**src/btpl_pkg.sv**
```systemverilog
// Purpose: Shared constants and types for the breaker trip protection logic
// Assumes: 20 MHz system clock, 12-bit signed sensor samples
// Notes:   Thresholds are compared in the squared domain to avoid a root

package btpl_pkg;

  // ************************************************************
  // Timing
  // ************************************************************
  localparam int unsigned CLK_HZ          = 20_000_000;  // System clock rate
  localparam int unsigned BLINK_PERIOD_MS = 1000;        // Status blink period
  localparam int unsigned BLINK_ON_MS     = 100;         // Status lamp on time
  localparam int unsigned BLINK_PERIOD_CYC = BLINK_PERIOD_MS * (CLK_HZ / 1000);
  localparam int unsigned BLINK_ON_CYC     = BLINK_ON_MS * (CLK_HZ / 1000);
  localparam int          BL_W             = 25;         // Blink counter width

  // ************************************************************
  // Sampling and arithmetic widths
  // ************************************************************
  localparam int SMP_W   = 12;  // Sample width, signed
  localparam int SQ_W    = 24;  // Square of a sample
  localparam int ACC_W   = 28;  // Window sum of squares
  localparam int CNT_W   = 16;  // Line cycle delay counters
  localparam int NCH     = 5;   // Scanned channels
  localparam int CH_W    = 3;   // Channel index width
  localparam int WIN_LOG = 4;   // Log2 of sweeps per RMS window

  localparam logic [CH_W-1:0]    CH_A     = 3'h0;  // Phase A
  localparam logic [CH_W-1:0]    CH_B     = 3'h1;  // Phase B
  localparam logic [CH_W-1:0]    CH_C     = 3'h2;  // Phase C
  localparam logic [CH_W-1:0]    CH_GND   = 3'h3;  // Ground, when fitted
  localparam logic [CH_W-1:0]    CH_PLUG  = 3'h4;  // Rating plug
  localparam logic [WIN_LOG-1:0] WIN_LAST = 4'hf;  // Last sweep of a window

  // ************************************************************
  // Protection constants
  // ************************************************************
  localparam logic [7:0]  TEMP_LIMIT_C = 8'h5f;  // 95 degC chip limit
  localparam logic [7:0]  MAKE_MULT    = 8'h0b;  // Release at 11 x plug current
  localparam logic [7:0]  LOAD_PCT     = 8'h0a;  // Live load at 10 % of sensor
  localparam logic [7:0]  PCT_FULL     = 8'h64;  // 100 %
  localparam logic [3:0]  ARM_CYCLES   = 4'ha;   // Release window in line cycles
  localparam logic [2:0]  SEL_BLANK    = 3'h7;   // Selector blank position
  localparam logic [3:0]  ZI_WAIT      = 4'h8;   // Wait for a looped restraint

  // ************************************************************
  // Types
  // ************************************************************
  typedef struct packed {
    logic [SMP_W-1:0] long_pu;     // Long delay pickup
    logic [SMP_W-1:0] short_pu;    // Short delay pickup
    logic [SMP_W-1:0] gnd_pu;      // Ground fault pickup
    logic [SMP_W-1:0] instant_pu;  // Adjustable instantaneous pickup
    logic [SMP_W-1:0] ovr_pu;      // Fixed override threshold
    logic [SMP_W-1:0] sensor_rt;   // Sensor rating
    logic [CNT_W-1:0] long_cyc;    // Long delay, line cycles
    logic [CNT_W-1:0] short_cyc;   // Short delay, line cycles
    logic [CNT_W-1:0] gnd_cyc;     // Ground delay, line cycles
  } btpl_set_t;

  typedef struct packed {
    logic adjustable_instantaneous_protection;  // Variant has instantaneous
    logic has_short;                            // Short delay fitted
    logic has_gnd;                              // Ground fault fitted
    logic zi_en;                                // Zone interlock wired
  } btpl_cfg_t;

  typedef struct packed {
    logic long_time;   // Long delay or over temperature cause
    logic short_time;  // Short delay cause
    logic instant;     // Instantaneous, override or release cause
    logic ground;      // Ground fault cause
  } btpl_led_t;

  typedef enum logic {ST_RUN, ST_TRIPPED} btpl_state_t;

endpackage

```
**src/btpl_smp_mem.sv**
```systemverilog
// Purpose: Working memory holding the latest sample of each channel
// Assumes: One write and one read port on the system clock
// Notes:   Read data are registered, one cycle behind the address

`timescale 1ns/10ps

module btpl_smp_mem #(
  parameter int W = btpl_pkg::SMP_W,  // Word width
  parameter int D = btpl_pkg::NCH,    // Word count
  parameter int A = btpl_pkg::CH_W    // Address width
) (
  input  wire logic         i_clk,    // System clock
  input  wire logic         i_rst_n,  // Synchronous reset, active low
  input  wire logic         i_we,     // Write strobe
  input  wire logic [A-1:0] i_waddr,  // Write address
  input  wire logic [W-1:0] i_wdata,  // Write data
  input  wire logic [A-1:0] i_raddr,  // Read address
  output logic      [W-1:0] o_rdata   // Registered read data
);

  logic [W-1:0] mem_q [D];  // Storage, no reset needed

  // ************************************************************
  // Write port
  // ************************************************************
  always_ff @(posedge i_clk)
  begin
    if (i_we && (int'(i_waddr) < D))
    begin
      mem_q[i_waddr] <= i_wdata;
    end
  end

  // ************************************************************
  // Registered read port
  // ************************************************************
  always_ff @(posedge i_clk)
  begin
    if (!i_rst_n)
    begin
      o_rdata <= '0;
    end
    else
    begin
      o_rdata <= (int'(i_raddr) < D) ? mem_q[i_raddr] : '0;
    end
  end

endmodule

```
**src/btpl_top.sv**
```systemverilog
// Purpose: Trip decision, release arming, zone interlock and lamps
// Assumes: Samples and settings come from logic on the same clock
// Notes:   Trip and cause lamps latch until reset; backup power holds them

`timescale 1ns/10ps

module btpl_top #(
  parameter int unsigned BLINK_CYC = btpl_pkg::BLINK_PERIOD_CYC,  // Blink period
  parameter int unsigned BLON_CYC  = btpl_pkg::BLINK_ON_CYC       // Lamp on time
) (
  input  wire logic                      i_clk,       // 20 MHz clock
  input  wire logic                      i_rst_n,     // Sync reset, active low
  input  wire logic                      i_smp_we,    // New digitized sample
  input  wire logic [btpl_pkg::CH_W-1:0]  i_smp_ch,    // Sample channel
  input  wire logic [btpl_pkg::SMP_W-1:0] i_smp_val,   // Signed sample value
  input  wire logic [7:0]                i_temp_c,    // Chip temperature
  input  wire btpl_pkg::btpl_set_t        i_set,       // Protection settings
  input  wire btpl_pkg::btpl_cfg_t        i_cfg,       // Variant and options
  input  wire logic                      i_ready,     // Self check good
  input  wire logic [2:0]                i_ovr_sel,   // Override selector pin
  input  wire logic                      i_zi_in,     // Restraint input pin
  output btpl_pkg::btpl_led_t             o_led,       // Cause lamps
  output logic                           o_trip,      // Trip actuator drive
  output logic                           o_led_status,// Status lamp
  output logic                           o_zi_out,    // Restraint output
  output logic                           o_rel_armed  // Release armed
);

  localparam int SW = btpl_pkg::SQ_W;
  localparam int AW = btpl_pkg::ACC_W;

  // ************************************************************
  // Pin synchronisers
  // ************************************************************
  logic [3:0] pin_s1_q, pin_s2_q, pin_s3_q;  // Three stage chain
  logic [3:0] pin_q;                         // Accepted pin levels
  wire  [2:0] sel     = pin_q[3:1];           // Override selector
  wire        restr   = pin_q[0];             // Restraint present

  // A change is accepted only when the last two stages agree
  always_ff @(posedge i_clk)
  begin
    if (!i_rst_n)
    begin
      pin_s1_q <= 4'h0;
      pin_s2_q <= 4'h0;
      pin_s3_q <= 4'h0;
      pin_q    <= 4'h0;
    end
    else
    begin
      pin_s1_q <= {i_ovr_sel, i_zi_in};
      pin_s2_q <= pin_s1_q;
      pin_s3_q <= pin_s2_q;
      if (pin_s2_q == pin_s3_q)
      begin
        pin_q <= pin_s3_q;
      end
    end
  end

  // ************************************************************
  // Sample memory and cyclic scan
  // ************************************************************
  logic [btpl_pkg::CH_W-1:0]    rd_ch_q;   // Channel being read
  logic [btpl_pkg::CH_W-1:0]    dat_ch_q;  // Channel of read data
  logic [btpl_pkg::SMP_W-1:0]   rd_data;   // Read data from memory
  logic [btpl_pkg::WIN_LOG-1:0] sweep_q;   // Sweeps inside window
  logic [AW-1:0]               acc_q [btpl_pkg::NCH];  // Sums of squares
  logic [SW-1:0]               ms_q  [btpl_pkg::NCH];  // Mean squares
  logic                        sign_q;    // Last phase A sign
  logic                        cyc_q;     // One line cycle seen

  btpl_smp_mem btpl_smp_mem_adjustable_instantaneous_protection (
    .i_clk   (i_clk),
    .i_rst_n (i_rst_n),
    .i_we    (i_smp_we),
    .i_waddr (i_smp_ch),
    .i_wdata (i_smp_val),
    .i_raddr (rd_ch_q),
    .o_rdata (rd_data)
  );

  wire signed [SW-1:0] sq_s  = $signed(rd_data) * $signed(rd_data);
  wire        [AW-1:0] sq_x  = {{(AW-SW){1'b0}}, sq_s};
  wire        rd_last  = (rd_ch_q == btpl_pkg::CH_PLUG);
  wire        dat_last = (dat_ch_q == btpl_pkg::CH_PLUG);
  wire        win_end  = dat_last && (sweep_q == btpl_pkg::WIN_LAST);
  wire        dat_a    = (dat_ch_q == btpl_pkg::CH_A);
  wire        neg_now  = rd_data[btpl_pkg::SMP_W-1];

  // Scan address walks every channel, data lag by one cycle
  always_ff @(posedge i_clk)
  begin
    if (!i_rst_n)
    begin
      rd_ch_q  <= btpl_pkg::CH_A;
      dat_ch_q <= btpl_pkg::CH_PLUG;
      sweep_q  <= '0;
      sign_q   <= 1'b0;
      cyc_q    <= 1'b0;
    end
    else
    begin
      rd_ch_q  <= rd_last ? btpl_pkg::CH_A : rd_ch_q + 3'h1;
      dat_ch_q <= rd_ch_q;
      if (dat_last)
      begin
        sweep_q <= sweep_q + 4'h1;
      end
      // Negative to positive on phase A marks one line cycle
      cyc_q <= dat_a && sign_q && !neg_now;
      if (dat_a)
      begin
        sign_q <= neg_now;
      end
    end
  end

  // One accumulator per channel; windows close on the last sweep
  for (genvar k = 0; k < btpl_pkg::NCH; k++)
  begin : g_acc
    wire [AW-1:0] sum = acc_q[k] + ((int'(dat_ch_q) == k) ? sq_x : '0);
    always_ff @(posedge i_clk)
    begin
      if (!i_rst_n)
      begin
        acc_q[k] <= '0;
        ms_q[k]  <= '0;
      end
      else if (win_end)
      begin
        ms_q[k]  <= sum[AW-1:btpl_pkg::WIN_LOG];
        acc_q[k] <= '0;
      end
      else
      begin
        acc_q[k] <= sum;
      end
    end
  end

  // ************************************************************
  // Pickup decisions, squared domain
  // ************************************************************
  function automatic logic [SW-1:0] sqr(input logic [btpl_pkg::SMP_W-1:0] v);
    sqr = v * v;
  endfunction

  wire [SW-1:0] ab_ms  = (ms_q[0] > ms_q[1]) ? ms_q[0] : ms_q[1];
  wire [SW-1:0] ph_ms  = (ab_ms > ms_q[2]) ? ab_ms : ms_q[2];
  wire [SW-1:0] gd_ms  = ms_q[btpl_pkg::CH_GND];
  wire [SW-1:0] pl_ms  = ms_q[btpl_pkg::CH_PLUG];
  wire [31:0]   pct_sq = 32'(btpl_pkg::PCT_FULL) * 32'(btpl_pkg::PCT_FULL);
  wire [31:0]   lp_sq  = 32'(btpl_pkg::LOAD_PCT) * 32'(btpl_pkg::LOAD_PCT);
  wire [31:0]   mk_sq  = 32'(btpl_pkg::MAKE_MULT) * 32'(btpl_pkg::MAKE_MULT);
  wire [47:0]   ld_lhs = 48'(ph_ms) * 48'(pct_sq);
  wire [47:0]   ld_rhs = 48'(sqr(i_set.sensor_rt)) * 48'(lp_sq);
  wire [47:0]   mk_rhs = 48'(pl_ms) * 48'(mk_sq);
  wire          aip    = i_cfg.adjustable_instantaneous_protection;

  wire load_on  = ld_lhs > ld_rhs;
  wire long_pu  = ph_ms > sqr(i_set.long_pu);
  wire short_pu = i_cfg.has_short && (ph_ms > sqr(i_set.short_pu));
  wire gnd_pu   = i_cfg.has_gnd && (gd_ms > sqr(i_set.gnd_pu));
  wire adjustable_instantaneous_protection_pu  = aip && (ph_ms > sqr(i_set.instant_pu));
  wire ovr_pu   = !aip && (ph_ms > sqr(i_set.ovr_pu));
  wire make_pu  = 48'(ph_ms) > mk_rhs;
  wire temp_hot = i_temp_c > btpl_pkg::TEMP_LIMIT_C;
  wire zi_act   = i_cfg.zi_en && (i_cfg.has_short || i_cfg.has_gnd);
  wire zone_flt = short_pu || gnd_pu;

  // ************************************************************
  // Making current release arming
  // ************************************************************
  logic [3:0] arm_cnt_q;  // Loaded cycles since arming
  wire armed   = arm_cnt_q < btpl_pkg::ARM_CYCLES;
  wire rel_on  = !aip && (sel != btpl_pkg::SEL_BLANK);
  wire rel_act = rel_on && armed;
  wire make_tr = rel_act && make_pu;

  // Light load re-arms; loaded line cycles run the window out
  always_ff @(posedge i_clk)
  begin
    if (!i_rst_n)
    begin
      arm_cnt_q <= 4'h0;
    end
    else if (!load_on)
    begin
      arm_cnt_q <= 4'h0;
    end
    else if (cyc_q && armed)
    begin
      arm_cnt_q <= arm_cnt_q + 4'h1;
    end
  end

  // ************************************************************
  // Delay counters and zone interlock
  // ************************************************************
  logic [btpl_pkg::CNT_W-1:0] long_cnt_q, short_cnt_q, gnd_cnt_q;  // Cycles
  logic [3:0]                 zone_cnt_q;  // Clocks since zone fault

  wire long_tr  = long_pu && (long_cnt_q >= i_set.long_cyc);
  wire short_tr = short_pu && (short_cnt_q >= i_set.short_cyc);
  wire gnd_tr   = gnd_pu && (gnd_cnt_q >= i_set.gnd_cyc);
  // The wait lets a looped restraint arrive before a fast trip
  wire zone_ok  = zone_cnt_q >= btpl_pkg::ZI_WAIT;
  wire zone_tr  = zi_act && zone_flt && zone_ok && !restr;
  wire fast_tr  = adjustable_instantaneous_protection_pu || ovr_pu || make_tr;

  // Counters run only while their own pickup holds
  always_ff @(posedge i_clk)
  begin
    if (!i_rst_n)
    begin
      long_cnt_q  <= '0;
      short_cnt_q <= '0;
      gnd_cnt_q   <= '0;
      zone_cnt_q  <= '0;
    end
    else
    begin
      long_cnt_q  <= !long_pu ? '0 : long_cnt_q + 16'(cyc_q && !(&long_cnt_q));
      short_cnt_q <= !short_pu ? '0 : short_cnt_q + 16'(cyc_q && !(&short_cnt_q));
      gnd_cnt_q   <= !gnd_pu ? '0 : gnd_cnt_q + 16'(cyc_q && !(&gnd_cnt_q));
      zone_cnt_q  <= !zone_flt ? '0 : zone_cnt_q + 4'(!zone_ok);
    end
  end

  // ************************************************************
  // Trip state and outputs
  // ************************************************************
  localparam int BL_W_L = btpl_pkg::BL_W;
  btpl_pkg::btpl_state_t st_q;  // Running or tripped
  logic [BL_W_L-1:0] bl_cnt_q;  // Free running blink timebase

  wire trip_req = temp_hot || long_tr || short_tr || gnd_tr || zone_tr || fast_tr;
  wire bl_wrap  = bl_cnt_q == BL_W_L'(BLINK_CYC - 1);
  wire bl_on    = bl_cnt_q < BL_W_L'(BLON_CYC);

  // Trip latches with every cause present at that moment
  always_ff @(posedge i_clk)
  begin
    if (!i_rst_n)
    begin
      st_q   <= btpl_pkg::ST_RUN;
      o_trip <= 1'b0;
      o_led  <= '0;
    end
    else
    begin
      case (st_q)
        btpl_pkg::ST_RUN:
        begin
          if (trip_req)
          begin
            st_q             <= btpl_pkg::ST_TRIPPED;
            o_trip           <= 1'b1;
            o_led.long_time  <= temp_hot || long_tr;
            o_led.short_time <= short_tr || (zone_tr && short_pu);
            o_led.instant    <= fast_tr;
            o_led.ground     <= gnd_tr || (zone_tr && gnd_pu);
          end
        end
        btpl_pkg::ST_TRIPPED:
        begin
          st_q <= btpl_pkg::ST_TRIPPED;  // Held by backup power
        end
        default:
        begin
          st_q <= btpl_pkg::ST_RUN;
        end
      endcase
    end
  end

  // Status lamp, restraint output and arming flag
  always_ff @(posedge i_clk)
  begin
    if (!i_rst_n)
    begin
      bl_cnt_q     <= '0;
      o_led_status <= 1'b1;
      o_zi_out     <= 1'b0;
      o_rel_armed  <= 1'b0;
    end
    else
    begin
      bl_cnt_q     <= bl_wrap ? '0 : bl_cnt_q + 1'b1;
      o_led_status <= !i_ready || (load_on && bl_on);
      o_zi_out     <= zi_act && zone_flt;
      o_rel_armed  <= rel_act;
    end
  end

  wire run = st_q == btpl_pkg::ST_RUN;
endmodule

```
**config.mk**
```make
export PLATFORM = sky130hd
export DESIGN_NAME = btpl_top
export DESIGN_NICKNAME = d
export VERILOG_FILES = /design/src/btpl_pkg.sv /design/src/btpl_smp_mem.sv /design/src/btpl_top.sv
export SDC_FILE = /design/constraint.sdc
export NUM_CORES = 2
export LEC_CHECK = 0
export ABC_CLOCK_PERIOD_IN_PS = 10650
export BUFFER_PORTS_ARGS = -buffer_cell sky130_fd_sc_hd__buf_2
export CORE_ASPECT_RATIO = 1.5
export CORE_MARGIN = 4
export CORE_UTILIZATION = 60
export CTS_CLUSTER_DIAMETER = 30
export DETAILED_ROUTE_END_ITERATION = 8
export GPL_ROUTABILITY_DRIVEN = 0
export PLACE_DENSITY = 0.8
export SYNTH_ARGS = -nofsm -noshare
export SYNTH_HDL_FRONTEND = slang
export SYNTH_SLANG_ARGS = --single-unit
```
**constraint.sdc**
```tcl
create_clock -name i_clk -period 10.65 [get_ports i_clk]
set_input_delay 0 -clock i_clk [delete_from_list [all_inputs] [get_ports i_clk]]
set_output_delay 0 -clock i_clk [all_outputs]
set_load 0.1 [all_outputs]
```
---- Word level (Yosys, flattened, before mapping) ----
Memories as Yosys holds them, arrays and structs flattened. A register that Yosys moved wholly into a read port is not among the register bits.
Index checks and enable logic that the tools add are counted.
storage, ports and cells
  flip-flop bits (word level) ............. 118
  bits in writable memories ............... 320
  input port bits ......................... 155
  output and inout bits ................... 8
  logic and storage cells ................. 188
  memories ................................ 3
cells by class
  add/sub/neg operators ................... 13
  multiply operators ...................... 10
  order comparisons ....................... 18
  equal/unequal tests ..................... 10
  multiplexer cells ....................... 33
  bitwise gates (word level) .............. 17
  reduce and logical (&&, ||, !) cells .... 60
memory list
  memory                                                  words  bits a word  read ports  clocked after memory_dff  wr ports  RTL line            RTL
  acc_q                                                   5      28           5           0                         5         btpl_top.sv:69      logic [AW-1:0] acc_q [btpl_pkg::NCH];
  ms_q                                                    5      24           5           0                         5         btpl_top.sv:70      logic [SW-1:0] ms_q [btpl_pkg::NCH];
  btpl_smp_mem_adjustable_instantaneous_protection.mem_q  5      12           1           1                         1         btpl_smp_mem.sv:21  logic [W-1:0] mem_q [D];
operators with widths
  kind                      count
  $mux W24                  12
  $mux W28                  10
  $gt A24 B24 Y1            7
  $mul A12 B12 Y24          7
  $add A28 B24 Y28          5
  $add A16 B1 Y16           3
  $ge A16 B16 Y1            3
  $reduce_and A16 Y1        3
  $gt A38 B31 Y1            1
  $mul A24 B10 Y34 const B  1
  $gt A24 B31 Y1            1
  $mul A24 B7 Y31 const B   1
  $mul A24 B5 Y29 const B   1
  $add A25 B1 Y25 const B   1
  $eq A25 B25 Y1 const B    1
  $logic_and A1 B1 Y1       25
  $lt A25 B21 Y1 const B    1
  $eq A3 B3 Y1 const B      5
  $or A1 B1 Y1              15
  $reduce_and A2 Y1         7
  $logic_or A1 B1 Y1        12
  $mux W1                   10
  $logic_not A1 Y1          9
  $add A4 B1 Y4 const B     2
  14 further kinds          18

---- Depth between registers and ports, before layout ----
An unclocked memory read counts as a cell.
  depth in word-level cells ............... 15
  depth in mapped cells ................... 59
  depth with buffers taken out ............ 53

---- Modules after synthesis ----
From an unflattened synthesis, not the netlist that was laid out.
unflattened totals
  cells, all modules ...................... 6941
  area total of the unflattened synthesis .. 65003.6 um^2
by module, submodules not included
  module        instances  cells an instance  area an instance (um^2)  sequential area each (um^2)
  btpl_top      1          6801               62392.3                  10169.8
  btpl_smp_mem  1          140                2611.3                   2042.0

---- Least setup slack after synthesis ----
OpenSTA, ideal clock, no wires.
  path type ............................... reg-to-reg
  start ................................... memory ms_q[0][9] in the netlist's numbering
  end ..................................... register o_led_status
  library setup time ...................... 130 ps
  arrival ................................. 10712 ps
  required time ........................... 10520 ps
  slack ................................... -192 ps
  stages on the path, launching flop included .. 59
  path buffers ............................ 7
  period minus slack after synthesis ...... 10842 ps
  path through ............................ edfxtp_1 ha_1 and4_1 or3b_1 a211oi_1 or3_1 buf_6 o21a_1 buf_2 buf_1 nor2_1 a21oi_1 inv_1 ha_1 a21o_1 a221o_1 a221oi_1 o21ai_1 [23 not listed] nor2b_1 o21a_1 nor2_1 xnor2_1 ha_1 a21o_1 a21oi_1 nor2b_1 o21ai_0 nand2b_1 a21oi_1 o21ai_0 a21oi_1 nor2_1 a2111oi_0 o2111ai_1 o211ai_1 nand3_1
RTL lines
  what                  RTL line         RTL
  start, declared       btpl_top.sv:70
  end signal, assigned  btpl_top.sv:292  o_led_status <= !i_ready || (load_on && bl_on);
  end, declared         btpl_top.sv:24   output logic o_led_status,

==> flow_metrics.env <==
export IMPL_status="finished clean"
export IMPL_synthArstFlopShare_pct=0
export IMPL_ys_warn_count=0
export IMPL_syn_inst=6946
export IMPL_synth_common_cells="inv_1 (1071), ha_1 (1009), fa_1 (730)"
export IMPL_min_to="o_led[1]"
export IMPL_netlist_top_cells_area="fa_1 (22%), ha_1 (19%), edfxtp_1 (15%)"
export IMPL_drt_first_pass_iters=6
export IMPL_start_util_pct=60.58
export IMPL_final_period_utilization_pct=95.94
export IMPL_yosysTopAreaCellShare_pct=22.46
export IMPL_synthXorXnorAreaFrac_pct=5.896
export IMPL_fin_util_pct=65.88
export IMPL_setup_worst_path_start_class="flip-flop"
export IMPL_ys_ff_latch=450
export IMPL_period_minus_slack_ps=10220
export IMPL_clock_sinks=450
export IMPL_crit_path_end_kind="flip-flop"
export IMPL_drive_above_1_share_pct=7.068
export IMPL_yosysMostFrequentCell="inv_1"
export IMPL_via_count=49230
export IMPL_drv_cap=0
export IMPL_hold_path_depth=4
export IMPL_cts_buffers=55
export IMPL_slowest_delay_ps=510
export IMPL_ff2ff_path_depth=47
export IMPL_post_dp_cell_area_um2=68290
export IMPL_clkLatencyLatePin_ps=620
export IMPL_antenna_found_initial=2
export IMPL_h_tree_depth=2
export IMPL_avgSynthCellArea_um2=9.367
export IMPL_rr_startpoint="ms_q[0][10]"
export IMPL_io_pins=163
export IMPL_ys_flop_type="edfxtp_1"
export IMPL_fillers=8351
export IMPL_clk_pin_slew_ps=70
export IMPL_crit_fanout=10
export IMPL_drtIter0Drc=2406
export IMPL_synth_fa_ha_area_share_pct=41.93
export IMPL_worstPathRequired_ps=11110
export IMPL_cp_arrival_ps=10680
export IMPL_cts_root_buffer="clkbuf_16"
export IMPL_r2r_slack_ps=430
export IMPL_synth_simple_gate_area_share_pct=15.53
export IMPL_vias_per_cell=5.639
export IMPL_hp_start="i_temp_c[5]"
export IMPL_grt_overflow_total=0
export IMPL_hold_viol_final=0
export IMPL_slew_headroom_pct=18.99
export IMPL_post_dp_hpwl_um=120100
export IMPL_die_area_um2=113900
export IMPL_cp_slowest_cell="fa_1"
export IMPL_die_h_um=411.3
export IMPL_synth_compound_area_share_pct=9.713
export IMPL_worstMarginPinSlew_ps=1211
export IMPL_timing_rr_end="o_led_status"
export IMPL_core_area_um2=107400
export IMPL_netlist_area_um2=65070
export IMPL_wirelength_um=147300
export IMPL_numPortBuffers=157
export IMPL_drc=0
export IMPL_crit_top_cell="ha_1"
export IMPL_synth_top_cell_by_area="fa_1"
export IMPL_setup_viol=0
export IMPL_track_usage_pct=25.93
export IMPL_row_count=147
export IMPL_clk_path_buf_depth=3
export IMPL_clock_skew_ps=23.03
export IMPL_timing_fmax_mhz=97.87
export IMPL_grt_max_degree=157
export IMPL_final_area_um2=70770
export IMPL_yosysSeqAreaShare_pct=18.77
export IMPL_tritoncts="yes"
export IMPL_hold_path_class="in -> reg"
export IMPL_area_growth_pct=8.759
export IMPL_grt_pass1_wl_um=247500
export IMPL_wire_per_inst_um=16.87
export IMPL_antenna_left=0
export IMPL_yosysUniqueCellTypes=96
export IMPL_drv_slew=0
export IMPL_synth_enable_flop_cells=320
export IMPL_first_global_vias=52770
export IMPL_yosys_mux_area_fraction_pct=0.9461
export IMPL_synth_top_family_by_area="adder cells"
export IMPL_die_w_um=276.9
export IMPL_critical_path_class="reg -> reg"
export IMPL_nets=9162
## routing by layer
layer	up-vias	part of all wire [%]	wire length, µm	track usage (%)
li1	23560	-	-	-
met1	23980	37	54880	28.39
met2	1215	53	78300	49.74
met5	-	0.0088	13	0
met4	2	5.9	8629	13.16
met3	469	3.7	5498	2.364
## repair_timing
item                                    CTS  global route
pin swaps                                 1            18
endpoints found under the setup margin    5             5
buffers inserted                          1             7
gates resized for setup                   9            52
hold buffers                             29             0
hold endpoints to repair                113             0
## area by class of cell
cell class | count | area (µm²) | area share (%)
diodes | 1 | 2.502 | 0.003536
clock buffers | 63 | 1490 | 2.106
clock inverters | 41 | 405.4 | 0.5729
inverters | 1072 | 4034 | 5.700
multi-input cells | 5393 | 48920 | 69.13
well taps | 1415 | 1770 | 2.502
flip-flops and latches | 450 | 12210 | 17.26
repair buffers | 296 | 1928 | 2.725
## state kept, by name, summed over array words and instances (netlist names), 12 cells and up
signal	cells
bl_cnt_q	25
short_cnt_q	16
ms_q	120
btpl_smp_mem_adjustable_instantaneous_protection.o_rdata	12
gnd_cnt_q	16
acc_q	140
long_cnt_q	16
btpl_smp_mem_adjustable_instantaneous_protection.mem_q	60
## worst max-delay path by stage
stage                      from      endpoint  slack (ps)
global placement    ms_q[0][11]  o_led_status          80
CTS                 ms_q[0][10]  o_led_status          30
floorplan            ms_q[0][9]  o_led_status          40
detailed placement  ms_q[0][10]  o_led_status        -220
global route        ms_q[0][11]  o_led_status        -160
finish              ms_q[0][10]  o_led_status         430
## stage by stage
step | setup TNS (ps) | setup WS [ps] | std cells | hold WS (ps)
after floorplan | 0 | 44.37 | 7085 | 71.83
after global placement | 0 | 83.96 | 8589 | 179.9
after detailed placement | -1003 | -215.7 | 8589 | 199.2
after CTS | 0 | 32.72 | 8723 | 1.116
after global routing | -638.4 | -159.2 | 8731 | 45.70
final | 0 | 432.7 | 8731 | 39.44
## worst max-delay path, delay by kind of cell (launching register included)
| family | cells | cell delay, ps |
|---|---|---|
| buf+inv | 10 | 1280 |
| compound gates | 16 | 2940 |
| simple gates | 11 | 2010 |
| flops | 1 | 460 |
| fa+ha+maj | 9 | 3260 |
| xor+xnor | 1 | 90 |
## logic make-up (layout without fill, tap and decap cells)
group	Yosys count	in the layout
other	1	141
buffers and inverters	1242	1472
XOR/XNOR	438	438
AND/OR/NAND/NOR	2066	2066
multiplexers	45	45
AO/OA/AOI/OAI	961	961
flip-flops	450	450
adder cells (fa/ha/maj)	1743	1743
## cells in the final DEF, fill, tap and decap left out, types with 82 or more instances in the layout
cell type	n
o21ai_0	166
buf_2	157
ha_1	1007
buf_4	105
a21oi_1	284
dfxtp_1	130
nand2_1	346
and2_1	388
xor2_1	190
nor3_1	95
inv_1	1067
nor2b_1	82
nor2_1	705
nand3_1	110
xnor2_1	247
edfxtp_1	320
a21o_1	123
conb_1	140
fa_1	730
Power is not shown: default switching activity piles up to over one toggle a cycle in this logic, so the estimate is an artifact.
